File: src/core/port_mux_defs.vh
`ifndef PORT_MUX_DEFS_VH
`define PORT_MUX_DEFS_VH
// ----------------------------------------
// register map, byte addresses
// ----------------------------------------
`define ADDR_W 16
`define ADDR_PORT4_DATA 16'hFFC8
`define ADDR_PORT4_DIR 16'hFFCA
`define ADDR_PORT4_OD 16'hF1CA
`define ADDR_P3_DATA 16'hFFC4
`define ADDR_P3_DIR 16'hFFC6
`define ADDR_RST_CFG 16'hF100
`define ADDR_PERIPH_CFG 16'hF024
`define ADDR_SYS_CFG 16'hF026
// ----------------------------------------
// reset values and fields
// ----------------------------------------
`define PORT4_RESET 8'h00
`define P3_RESET 16'h0000
`define OD_MASK 8'hC0
`define SEG_NONE 2'h1
`define SEG_TWO 2'h3
`define SEG_FOUR 2'h0
`define SEG_EIGHT 2'h2
`define SEG_MASK_NONE 8'h00
`define SEG_MASK_TWO 8'h03
`define SEG_MASK_FOUR 8'h0F
`define SEG_MASK_EIGHT 8'hFF
`define CAN_A_EN_BIT 0
`define CAN_B_EN_BIT 1
`define CLK_OUT_EN_BIT 0
`define BYTE_DIS_FREE_BIT 1
`define WR_CFG_FREE_BIT 2
`define CLK_OUT_PIN 15
`define STROBE_PIN 12
`define NOPIN_BIT 14
`define CAN_B_RX_PIN 4
`define CAN_A_RX_PIN 5
`define CAN_A_TX_PIN 6
`define CAN_B_TX_PIN 7
`endif

File: src/core/port3_port4_pin_function_logic.v
// The address-and-strobe port is this design's own decision.
`timescale 1ns/1ps
`include "port_mux_defs.vh"
module port3_port4_pin_function_logic #(
  parameter P3_W = 16,
  parameter PORT4_W = 8
) (
  input wire sys_clk,
  input wire resetn,
  input wire [`ADDR_W-1:0] addr,
  input wire [15:0] wdata,
  input wire wr_stb,
  input wire rd_stb,
  output reg [15:0] rdata,
  input wire [1:0] seg_select_strap,
  input wire byte_high_disable_strap,
  input wire write_config_strap,
  input wire bus_hold,
  input wire [7:0] segment_address,
  input wire system_clock_out,
  input wire byte_high_write_high_strobe,
  input wire timer6_toggle_out,
  input wire timer3_toggle_out,
  input wire uart_tx_out,
  input wire sync_rx_line_out,
  input wire sync_tx_line_out,
  input wire uart_rx_out,
  input wire sync_sclk_out,
  input wire can_a_transmit,
  input wire can_b_transmit,
  output wire timer0_count_in,
  output wire timer_unit2_capture_in,
  output wire timer3_updown_in,
  output wire timer4_count_in,
  output wire timer3_count_in,
  output wire timer2_count_in,
  output wire sync_master_rx_slave_tx,
  output wire sync_master_tx_slave_rx,
  output wire uart_rx_in,
  output wire sync_sclk_in,
  output wire can_a_receive,
  output wire can_b_receive,
  input wire [P3_W-1:0] p3_pin_in,
  output reg [P3_W-1:0] p3_pin_out,
  output reg [P3_W-1:0] p3_pin_oe,
  input wire [PORT4_W-1:0] port4_pin_in,
  output reg [PORT4_W-1:0] port4_pin_out,
  output reg [PORT4_W-1:0] port4_pin_oe
);

  // ----------------------------------------
  // reset release and pin synchronisers
  // ----------------------------------------
  reg rst_meta_reg;
  reg rst_sync_reg;
  always @(posedge sys_clk or negedge resetn) begin
    if (!resetn) begin
      rst_meta_reg <= 1'b0;
      rst_sync_reg <= 1'b0;
    end else begin
      rst_meta_reg <= 1'b1;
      rst_sync_reg <= rst_meta_reg;
    end
  end
  wire rstn = rst_sync_reg;

  reg [P3_W-1:0] p3_meta_reg;
  reg [P3_W-1:0] p3_in_reg;
  reg [PORT4_W-1:0] port4_meta_reg;
  reg [PORT4_W-1:0] port4_in_reg;
  reg [3:0] strap_meta_reg;
  reg [3:0] strap_sync_reg;
  always @(posedge sys_clk or negedge rstn) begin
    if (!rstn) begin
      p3_meta_reg <= {P3_W{1'b0}};
      p3_in_reg <= {P3_W{1'b0}};
      port4_meta_reg <= {PORT4_W{1'b0}};
      port4_in_reg <= {PORT4_W{1'b0}};
    end else begin
      p3_meta_reg <= p3_pin_in;
      p3_in_reg <= p3_meta_reg;
      port4_meta_reg <= port4_pin_in;
      port4_in_reg <= port4_meta_reg;
    end
  end
  // straps sampled every cycle, captured into config while reset is held
  always @(posedge sys_clk) begin
    strap_meta_reg <= {write_config_strap, byte_high_disable_strap, seg_select_strap};
    strap_sync_reg <= strap_meta_reg;
  end

  // ----------------------------------------
  // registers
  // ----------------------------------------
  reg [P3_W-1:0] p3_data_reg;
  reg [P3_W-1:0] p3_dir_reg;
  reg [PORT4_W-1:0] port4_data_reg;
  reg [PORT4_W-1:0] port4_dir_reg;
  reg [PORT4_W-1:0] port4_od_reg;
  reg [1:0] seg_sel_reg;
  reg byte_dis_reg;
  reg wr_cfg_reg;
  reg [1:0] periph_cfg_reg;
  reg [2:0] sys_cfg_reg;

  // held config follows straps until the reset copy is released
  always @(posedge sys_clk) begin
    if (!rstn) begin
      seg_sel_reg <= strap_sync_reg[1:0];
      byte_dis_reg <= strap_sync_reg[2];
      wr_cfg_reg <= strap_sync_reg[3];
    end
  end

  always @(posedge sys_clk or negedge rstn) begin
    if (!rstn) begin
      p3_data_reg <= `P3_RESET;
      p3_dir_reg <= `P3_RESET;
      port4_data_reg <= `PORT4_RESET;
      port4_dir_reg <= `PORT4_RESET;
      port4_od_reg <= `PORT4_RESET;
      periph_cfg_reg <= 2'h0;
      sys_cfg_reg <= 3'h0;
    end else if (wr_stb) begin
      case (addr)
        `ADDR_P3_DATA: p3_data_reg <= wdata[P3_W-1:0];
        `ADDR_P3_DIR: p3_dir_reg <= wdata[P3_W-1:0];
        `ADDR_PORT4_DATA: port4_data_reg <= wdata[PORT4_W-1:0];
        `ADDR_PORT4_DIR: port4_dir_reg <= wdata[PORT4_W-1:0];
        `ADDR_PORT4_OD: port4_od_reg <= wdata[7:0] & `OD_MASK;
        `ADDR_PERIPH_CFG: periph_cfg_reg <= wdata[1:0];
        `ADDR_SYS_CFG: sys_cfg_reg <= wdata[2:0];
        default: p3_data_reg <= p3_data_reg;
      endcase
    end
  end

  // ----------------------------------------
  // read port, data in the cycle after strobe
  // ----------------------------------------
  always @(posedge sys_clk or negedge rstn) begin
    if (!rstn) begin
      rdata <= 16'h0000;
    end else if (rd_stb) begin
      case (addr)
        `ADDR_P3_DATA: rdata <= p3_data_reg;
        `ADDR_P3_DIR: rdata <= p3_dir_reg;
        `ADDR_PORT4_DATA: rdata <= {8'h00, port4_data_reg};
        `ADDR_PORT4_DIR: rdata <= {8'h00, port4_dir_reg};
        `ADDR_PORT4_OD: rdata <= {8'h00, port4_od_reg};
        `ADDR_RST_CFG: rdata <= {12'h000, wr_cfg_reg, byte_dis_reg, seg_sel_reg};
        `ADDR_PERIPH_CFG: rdata <= {14'h0000, periph_cfg_reg};
        `ADDR_SYS_CFG: rdata <= {13'h0000, sys_cfg_reg};
        default: rdata <= 16'h0000;
      endcase
    end else begin
      rdata <= 16'h0000;
    end
  end

  // ----------------------------------------
  // first port
  // ----------------------------------------
  wire system_clock_out_en = sys_cfg_reg[`CLK_OUT_EN_BIT];
  // strobe active when strap says so, software has not freed it and bus_hold is low
  wire byte_dis_eff = byte_dis_reg | sys_cfg_reg[`BYTE_DIS_FREE_BIT];
  wire wr_cfg_eff = wr_cfg_reg & ~sys_cfg_reg[`WR_CFG_FREE_BIT];
  wire strobe_en = (~byte_dis_eff | wr_cfg_eff) & ~bus_hold;

  // idle peripheral outputs must be driven high by their owners
  // clock and strobe pins are overridden below, so their gate rests high
  // and the latch alone rules them in port mode
  reg [P3_W-1:0] alt_out;
  always @* begin
    alt_out = {P3_W{1'b1}};
    alt_out[1] = timer6_toggle_out;
    alt_out[3] = timer3_toggle_out;
    alt_out[8] = sync_rx_line_out;
    alt_out[9] = sync_tx_line_out;
    alt_out[10] = uart_tx_out;
    alt_out[11] = uart_rx_out;
    alt_out[13] = sync_sclk_out;
  end

  always @* begin
    p3_pin_out = alt_out & p3_data_reg;
    p3_pin_oe = p3_dir_reg;
    p3_pin_out[`NOPIN_BIT] = 1'b0;
    p3_pin_oe[`NOPIN_BIT] = 1'b0;
    if (system_clock_out_en) begin
      p3_pin_out[`CLK_OUT_PIN] = system_clock_out;
      p3_pin_oe[`CLK_OUT_PIN] = 1'b1;
    end
    if (strobe_en) begin
      p3_pin_out[`STROBE_PIN] = byte_high_write_high_strobe;
      p3_pin_oe[`STROBE_PIN] = 1'b1;
    end
  end

  // input latch copies, not output latch
  assign timer0_count_in = p3_in_reg[0];
  assign timer_unit2_capture_in = p3_in_reg[2];
  assign timer3_updown_in = p3_in_reg[4];
  assign timer4_count_in = p3_in_reg[5];
  assign timer3_count_in = p3_in_reg[6];
  assign timer2_count_in = p3_in_reg[7];
  assign sync_master_rx_slave_tx = p3_in_reg[8];
  assign sync_master_tx_slave_rx = p3_in_reg[9];
  assign uart_rx_in = p3_in_reg[11];
  assign sync_sclk_in = p3_in_reg[13];

  // ----------------------------------------
  // second port
  // ----------------------------------------
  reg [PORT4_W-1:0] seg_mask;
  always @* begin
    case (seg_sel_reg)
      `SEG_NONE: seg_mask = `SEG_MASK_NONE;
      `SEG_TWO: seg_mask = `SEG_MASK_TWO;
      `SEG_FOUR: seg_mask = `SEG_MASK_FOUR;
      `SEG_EIGHT: seg_mask = `SEG_MASK_EIGHT;
      default: seg_mask = `SEG_MASK_NONE;
    endcase
  end

  reg [PORT4_W-1:0] port4_val;
  integer i;
  always @* begin
    port4_val = port4_data_reg;
    if (periph_cfg_reg[`CAN_A_EN_BIT]) begin
      port4_val[`CAN_A_TX_PIN] = can_a_transmit;
    end
    if (periph_cfg_reg[`CAN_B_EN_BIT]) begin
      port4_val[`CAN_B_TX_PIN] = can_b_transmit;
    end
    for (i = 0; i < PORT4_W; i = i + 1) begin
      if (seg_mask[i]) begin
        port4_pin_out[i] = segment_address[i];
        port4_pin_oe[i] = 1'b1;
      end else if (port4_od_reg[i]) begin
        // open drain only pulls low
        port4_pin_out[i] = 1'b0;
        port4_pin_oe[i] = port4_dir_reg[i] & ~port4_val[i];
      end else begin
        port4_pin_out[i] = port4_val[i];
        port4_pin_oe[i] = port4_dir_reg[i];
      end
    end
  end

  assign can_a_receive = port4_in_reg[`CAN_A_RX_PIN];
  assign can_b_receive = port4_in_reg[`CAN_B_RX_PIN];

endmodule

File: config.mk
export PLATFORM = sky130hd
export DESIGN_NAME = port3_port4_pin_function_logic
export DESIGN_NICKNAME = d
export VERILOG_FILES = /design/src/core/port3_port4_pin_function_logic.v
export VERILOG_INCLUDE_DIRS = /design/src /design/src/core
export SDC_FILE = /design/constraint.sdc
export NUM_CORES = 1
export LEC_CHECK = 0
export ABC_AREA = 1
export BUFFER_PORTS_ARGS = -buffer_cell sky130_fd_sc_hd__buf_2
export CORE_MARGIN = 2
export CORE_UTILIZATION = 46
export CTS_CLUSTER_SIZE = 25
export DETAILED_ROUTE_END_ITERATION = 8
export PLACE_DENSITY = 0.73
export SLEW_MARGIN = 20
export SYNTH_ARGS = -nofsm -noshare
export SYNTH_HDL_FRONTEND = slang
export SYNTH_SLANG_ARGS = --single-unit
File: constraint.sdc
create_clock -name sys_clk -period 3.1 [get_ports sys_clk]
set_clock_uncertainty 0.05 [all_clocks]
set_input_delay 0.62 -clock sys_clk [delete_from_list [all_inputs] [get_ports sys_clk]]
set_output_delay 0.62 -clock sys_clk [all_outputs]
set_load 0.01 [all_outputs]
Yosys cells after proc, flatten, opt, wreduce, memory -nomap -nowiden
Index checks and enable logic that the tools add are counted.
{ "word_totals": {"reg_bits": 125} }
{ "classes": {"eq_ne": 11, "mux": 29, "bitwise_logic": 12, "n_reduce_logical": 8} }
{ "op_table": {"columns": ["op", "count"], "rows": [
  ["16-bit equality test (second input constant)", 8],
  ["16-bit case mux with 8 select lines", 1],
  ["8-bit case mux with 4 select lines", 1],
  ["1-bit 2-to-1 mux", 26],
  ["16-bit bitwise AND", 1],
  ["16-bit 2-to-1 mux", 1],
  ["2-bit AND reduction", 7],
  ["1-bit inverter", 5],
  ["1-bit bitwise AND", 4],
  ["2-bit equality test (second input constant)", 2],
  ["2-bit by 1-bit equality test with 1-bit output (second input constant)", 1],
  ["2-bit logical NOT", 1],
  ["1-bit bitwise OR", 2]
]} }

Logic depth before layout (Yosys ltp)
Gate-level depths: netlist of run 1.
{ "depth": {"ltp_word": 5, "depth_mapped": 11, "ltp_nobuf": 9} }

Least setup slack after synthesis of run 1
No wires, ideal clock.
{ "synth_timing": {"path_type": "register -> register", "startpoint": "register rst_sync_reg", "endpoint": "register byte_dis_reg, enable pin", "t_arrival_ns": 2.734, "t_required_ns": 2.642, "setup_slack_ns": -0.092, "stages_incl_launch_ff": 2, "n_path_buf": 0, "period_less_slack_ns": 3.192, "path_cell_list": "dfrtp_1 > inv_1"} }
{ "synth_rtl": {"columns": ["item", "line", "rtl"], "rows": [
  ["start: declaration", "port3_port4_pin_function_logic.v:55", "reg rst_sync_reg;"],
  ["start signal: assignment", "port3_port4_pin_function_logic.v:62", "rst_sync_reg <= rst_meta_reg;"],
  ["end signal: assignment", "port3_port4_pin_function_logic.v:110", "byte_dis_reg <= strap_sync_reg[2];"],
  ["end: declaration", "port3_port4_pin_function_logic.v:101", "reg byte_dis_reg;"]
]} }
No word-level cell between the ends.

Worst setup path after layout of run 1
{ "layout_timing": {"startpoint": "register seg_sel_reg[0]", "endpoint": "output port port4_pin_out[4]"} }
{ "layout_via": {"elab_chain_cells": 3, "elab_cells_between_ends": 6, "cone_classes": "eq/ne (3); mux (2); reduce/logical (1)"} }
{ "layout_lines": {"columns": ["item", "line", "rtl"], "rows": [
  ["start: declaration", "port3_port4_pin_function_logic.v:100", "reg [1:0] seg_sel_reg;"],
  ["start signal: assignment", "port3_port4_pin_function_logic.v:109", "seg_sel_reg <= strap_sync_reg[1:0];"],
  ["2-bit equality test (tied with other cells)", "port3_port4_pin_function_logic.v:217", "case (seg_sel_reg)"],
  ["8-bit case mux with 4 select lines (*)", "port3_port4_pin_function_logic.v:217", null],
  ["1-bit 2-to-1 mux (*)", "port3_port4_pin_function_logic.v:237", "if (seg_mask[i]) begin"],
  ["end: declaration", "port3_port4_pin_function_logic.v:47", "output reg [PORT4_W-1:0] port4_pin_out,"]
]} }
Every way passes the cells marked *; elsewhere a longest branch is shown, timed or not.

==> results.py, run 1 <==
metrics = {
    "status": {
        "status": "finished clean",
    },
    "timing": {
        "hold_slack_ps": 284.0,
        "worst_slew_pin_slew_ps": 668.3,
        "period_needed_ps": 2539,
        "final_hold_viol_count": 0,
        "final-setup-viol-count": 0,
        "max_freq_mhz": 393.8,
        "tns_ps": 0,
        "slew_viol_final": 0,
        "relSlewSlack_pct": 55.45,
        "fin_crit_sh_pct": 81.92,
        "layout_setup_ws_ps": 560.6,
        "grt_setup_unrepaired": "false",
    },
    "run": {
        "cap_violations": 0,
    },
    "cts": {
        "cts_root_buf": "clkbuf_8",
        "cts_buffer_depth": 2,
        "clk_pin_slew_ps": 110,
        "cts.sinks": 109,
        "cts_hold_buf": 1,
        "cts_tree": "built",
        "postCtsSetupBuffers": 0,
        "cts-resized-gates": 0,
        "cts_buffers": 9,
        "htree_levels": 3,
        "clk_latency_ps": 380,
    },
    "power_and_ir_drop": {
        "switchingPower_w": 0.0006422,
        "power_leakage_nw": 3.092,
        "p_clk_share_pct": 35.7,
        "p_int_w": 0.001913,
        "pwr-share-comb_pct": 6.5,
        "pwr-share-seq_pct": 57.8,
        "cellPowerDensity_mw_per_mm2": 448.4,
        "p_sw_share_pct": 25.13,
        "ir_worst_vdd_mv": 0.2513,
        "power_w": 0.002555,
    },
    "critical_path": {
        "crit_path_top_delay_cell": "edfxtp_1",
        "crit_path_end_kind": "output pin",
        "crit_chain": "clkinv_1 -> nand2_1 -> mux2_2 -> buf_2",
        "critPathBufInv": 2,
        "crit_required_ps": 2430,
        "cp-start-kind": "register",
        "arrival_ps": 1870,
        "setup.worst_path.class": "register to output pin",
        "cp_top_family": "buffers and inverters",
        "worstPathMaxFanout": 9,
        "max_stage_delay_ps": 380,
    },
    "hold_path": {
        "hold_class": "input port to register",
    },
    "floorplan": {
        "rows": 37,
        "die-height_um": 106.7,
        "fp.dieW_um": 106.7,
        "die_area_sq_mm": 0.01138,
        "io-pin-count": 160,
        "core_area_sq_mm": 0.01028,
        "start_util_pct": 47.19,
    },
    "placed_design": {
        "numPortBuffers": 145,
        "gp_congestion": 0.8289,
        "placed_area_sq_mm": 0.005479,
        "hpwl_mm": 7.714,
        "post-place-ws_ps": 842.2,
    },
    "yosys": {
        "synth_cell_types": 28,
        "netlist_area_sq_mm": 0.004850,
        "async_flop_share_pct": 88.99,
        "yosys_warnings": 0,
        "synthCells": 504,
        "ys_seq_area_share_pct": 55.83,
        "syn_avg_cell_area_sq_um": 9.622,
        "synthTopCellsByCount": "nand2_1, dfrtp_1, inv_1",
        "synth.most_common_cell": "nand2_1",
        "synth.area.top_cells": "dfrtp_1, nand2_1, o21ai_2",
        "synthFlopType": "dfrtp_1",
        "synth_top_area_cell": "dfrtp_1",
        "synth-seq-cells": 109,
        "synth_edf_count": 4,
        "synth_top_area_share_pct": 50.05,
    },
    "global_routing": {
        "grt_pass1_wl_mm": 17.11,
        "grt_max_degree": 56,
        "grt_overflow": 0,
        "antenna_found_initial": 0,
        "grt_use_total_pct": 19.55,
        "grt_pass1_vias": 3637,
    },
    "route": {
        "drc_errors": 0,
        "drtIter0Drc": 234,
        "routed_wl_mm": 10.61,
        "viasPerCell": 4.751,
        "wl_per_cell_um": 13.76,
        "vias": 3663,
        "dr.pass1.iters": 4,
        "postRouteAntennaNets": 0,
    },
    "finish": {
        "nFillCells": 931,
        "area_delta_synth_final_pct": 17.49,
        "final_nets": 714,
        "drive_above_1_share_pct": 39.06,
        "num_antenna_cells": 0,
        "stdcell_area_sq_mm": 0.005698,
    },
}
[final timing paths]
kind                                   startpoint                end  slack, ps  depth (start not counted)
worst max-delay path               seg_sel_reg[0]   port4_pin_out[4]        560                          4
worst min-delay path                p3_pin_in[13]    p3_meta_reg[13]        280                          1
worst max register to register       rst_sync_reg     seg_sel_reg[1]       1620                          1
worst min register to register  strap_meta_reg[1]  strap_sync_reg[1]        290                          0
max in group asynchronous            rst_sync_reg   port4_dir_reg[5]       1660                          1
min in group asynchronous            rst_sync_reg    p3_meta_reg[13]        320                          0
[cell families after synthesis]
family,share of synthesized area (%)
flip-flops,55.83
other,0.1549
AO/OA/AOI/OAI,10.68
AND/OR/NAND/NOR,22.70
multiplexers,1.109
buffers and inverters,9.520
[stage by stage]
| stage | cells | util, % |
|---|---|---|
| after CTS | 771 | 55.44 |
| after floorplan | 505 | - |
| after global placement | 754 | 53.31 |
| after detailed placement | 754 | 53.31 |
| after global routing | 771 | 55.44 |
| final | 771 | 55.44 |
[routing by layer]
metal	track usage, %	vias to the layer above	part of all wire, %
met3	5.410	16	6.6
met4	7.143	0	1.8
met2	32.98	118	50
met1	24.07	1710	42
li1	-	1819	-
met5	0	-	0
[placed cells by master, fill, tap and decap left out, drive strengths merged, types with 5 or more instances in the layout]
cell and count:
nand2 153, buf 147, dfrtp 97, o21ai 58
inv 50, nor2 41, nand3 32, a21oi 11
clkbuf 9, dfxtp 8, or2 5
[power groups by stage]
stage | Clock, W | Combinational, W | Sequential (W)
final | 0.000912 | 0.000167 | 0.00148
after global placement | 0 | 0.000164 | 0.00150
after floorplan | 0 | 0.0000655 | 0.00151
after CTS | 0.000941 | 0.000169 | 0.00148
after detailed placement | 0 | 0.000168 | 0.00151
after global routing | 0.00100 | 0.000185 | 0.00148
[cell type report]
type	count	area, sq um	area share, %
Multi-Input combinational cell	316	1684	29.56
Sequential cell	109	2711	47.58
Tap cell	136	170.2	2.986
Clock buffer	9	123.9	2.174
Clock inverter	7	85.08	1.493
Timing Repair Buffer	148	750.7	13.18
Inverter	46	172.7	3.030
Note: power is estimated with default switching activity, not from simulation.
==> run 2, diff against run 1 <==
==> constraint.sdc (replaced) <==
create_clock -name sys_clk -period 2.3 [get_ports sys_clk]
set_clock_uncertainty 0.05 [all_clocks]
set_input_delay 0.46 -clock sys_clk [delete_from_list [all_inputs] [get_ports sys_clk]]
set_output_delay 0.46 -clock sys_clk [all_outputs]
set_load 0.01 [all_outputs]
==> run 2 against run 1 <==
Net effect: global-route usage hardly changed; non-clock buffer count is 1 higher; clock-buffer cell count is 2 higher; hold slack worse by 140 ps; power is 30% higher; register-to-register slack worse by 510 ps; largest cell class unchanged; worst setup slack worse by 420 ps.
==> results.py, run 2 (synthesis results as in run 1) <==
metrics = {
    "status": {
        "status": "finished clean",
    },
    "finish": {
        "seq_area_sq_mm": 0.002711,
        "final_cell_mix": "buf_2, nand2_1, dfrtp_1",
        "stdcell_area_sq_mm": 0.005700,
        "final_nets": 715,
        "multiInputGateArea_sq_mm": 0.001689,
        "nFillCells": 931,
        "area_delta_synth_final_pct": 17.54,
        "mostFrequentLayoutCell": "buf_2",
        "drive_above_1_share_pct": 39.47,
        "num_antenna_cells": 0,
    },
    "floorplan": {
        "rows": 37,
        "fp.dieW_um": 106.7,
        "start_util_pct": 47.19,
        "die_area_sq_mm": 0.01138,
        "io-pin-count": 160,
        "core_area_sq_mm": 0.01028,
        "die-height_um": 106.7,
    },
    "timing": {
        "grt_setup_unrepaired": "false",
        "hold_slack_ps": 148.2,
        "relSlewSlack_pct": 59.18,
        "fin_crit_sh_pct": 93.72,
        "layout_setup_ws_ps": 144.4,
        "final-setup-viol-count": 0,
        "max_freq_mhz": 463.9,
        "slew_viol_final": 0,
        "worst_slew_pin_slew_ps": 611.6,
        "period_needed_ps": 2156,
        "final_hold_viol_count": 0,
        "tns_ps": 0,
    },
    "critical_path": {
        "arrival_ps": 1650,
        "crit_required_ps": 1790,
        "worstPathMaxFanout": 2,
        "cp-start-kind": "register",
        "timing.rr.start": "rst_sync_reg",
        "crit_chain": "o21ai_0 -> nand2_1 -> mux2_2 -> buf_2",
        "crit_path_top_delay_cell": "edfxtp_1",
        "crit_path_end_kind": "output pin",
        "setup.worst_path.class": "register to output pin",
        "startpoint": "byte_dis_reg",
        "max_stage_delay_ps": 400,
    },
    "global_routing": {
        "antenna_found_initial": 0,
        "grt_use_total_pct": 19.57,
        "grt_pass1_vias": 3663,
        "grt_max_degree": 74,
        "grt_overflow": 0,
        "grt_pass1_wl_mm": 17.42,
    },
    "placed_design": {
        "numPortBuffers": 145,
        "hpwl_mm": 7.709,
        "post-place-ws_ps": 189.5,
        "placed_area_sq_mm": 0.005499,
        "gp_congestion": 0.8358,
    },
    "power_and_ir_drop": {
        "switchingPower_w": 0.0008231,
        "ir_worst_vdd_mv": 0.3327,
        "power_leakage_nw": 3.091,
        "p_int_w": 0.002495,
        "p_sw_share_pct": 24.81,
        "cellPowerDensity_mw_per_mm2": 582.1,
        "pwr-share-seq_pct": 59.7,
        "pwr-share-comb_pct": 7.3,
        "p_clk_share_pct": 33.1,
    },
    "route": {
        "wl_per_cell_um": 13.80,
        "viasPerCell": 4.832,
        "vias": 3730,
        "postRouteAntennaNets": 0,
        "drtIter0Drc": 228,
        "drc_errors": 0,
        "dr.pass1.iters": 4,
        "routed_wl_mm": 10.65,
    },
    "cts": {
        "htree_levels": 3,
        "cts_buffer_depth": 2,
        "cts_buffers": 9,
        "cts_tree": "built",
        "postCtsSetupBuffers": 0,
        "cts.sinks": 109,
        "clk_pin_slew_ps": 100,
        "clk_latency_ps": 350,
        "cts_root_buf": "clkbuf_8",
    },
    "hold_path": {
        "hold_class": "input port to register",
        "worstHoldStart": "seg_select_strap[1]",
    },
    "run": {
        "cap_violations": 0,
    },
}
[run 2: final timing paths]
check	endpoint	slack, ps	depth (start not counted)
max reg2reg	byte_dis_reg	1110	1
min reg2reg	p3_in_reg[0]	180	0
min in group asynchronous	p3_in_reg[0]	180	0
max	p3_pin_out[12]	140	4
max in group asynchronous	sys_cfg_reg[2]	1340	1
min	strap_meta_reg[1]	150	1
[run 2: per-stage QoR]
stage / utilization [%] / instances / power (W)
after CTS: 55.47 / 772 / 0.003363
final: 55.47 / 772 / 0.003318
after global routing: 55.47 / 772 / 0.003472
after detailed placement: 53.51 / 755 / 0.002262
after global placement: 53.51 / 755 / 0.002257
after floorplan: - / 505 / 0.002126
[run 2: final cells by class]
type                       instances  share of cell area [%]
clock inverter                     5                  0.7682
timing repair buffer             149                   13.52
inverter                          46                   3.051
tap                              136                   2.985
sequential                       109                   47.56
multi-input combinational        316                   29.63
clock buffer                      11                   2.480
[run 2: critical path: cells and delay by family, from the launching register on]
family,cells,cell delay [ps]
AO/OA/AOI/OAI,1,320
buffers and inverters,1,140
flip-flops,1,400
multiplexers,1,290
AND/OR/NAND/NOR,1,140
[run 2: timing repair]
action,in CTS,in global routing
hold buffers,1,0
endpoints found under the setup margin,4,0
hold endpoints to repair,2,0
gates resized for setup,3,0
[run 2: power groups by stage]
stage,Clock [W],Sequential (W),Combinational (W)
5_1_grt,0.00122,0.00199,0.000269
3_3_place_gp,0,0.00202,0.000238
6_report,0.00110,0.00198,0.000241
3_5_place_dp,0,0.00202,0.000243
2_1_floorplan,0,0.00204,0.0000883
4_1_cts,0.00113,0.00198,0.000246
[run 2: per-layer routing]
metal  vias to the layer above  share of wire (%)  global-route usage, %
li1                       1820                  -                      -
met1                      1780                 41                  24.44
met2                       118                 50                  33.76
met3                        12                6.6                  3.891
met4                         0                1.8                  7.143
met5                         -                  0                      0
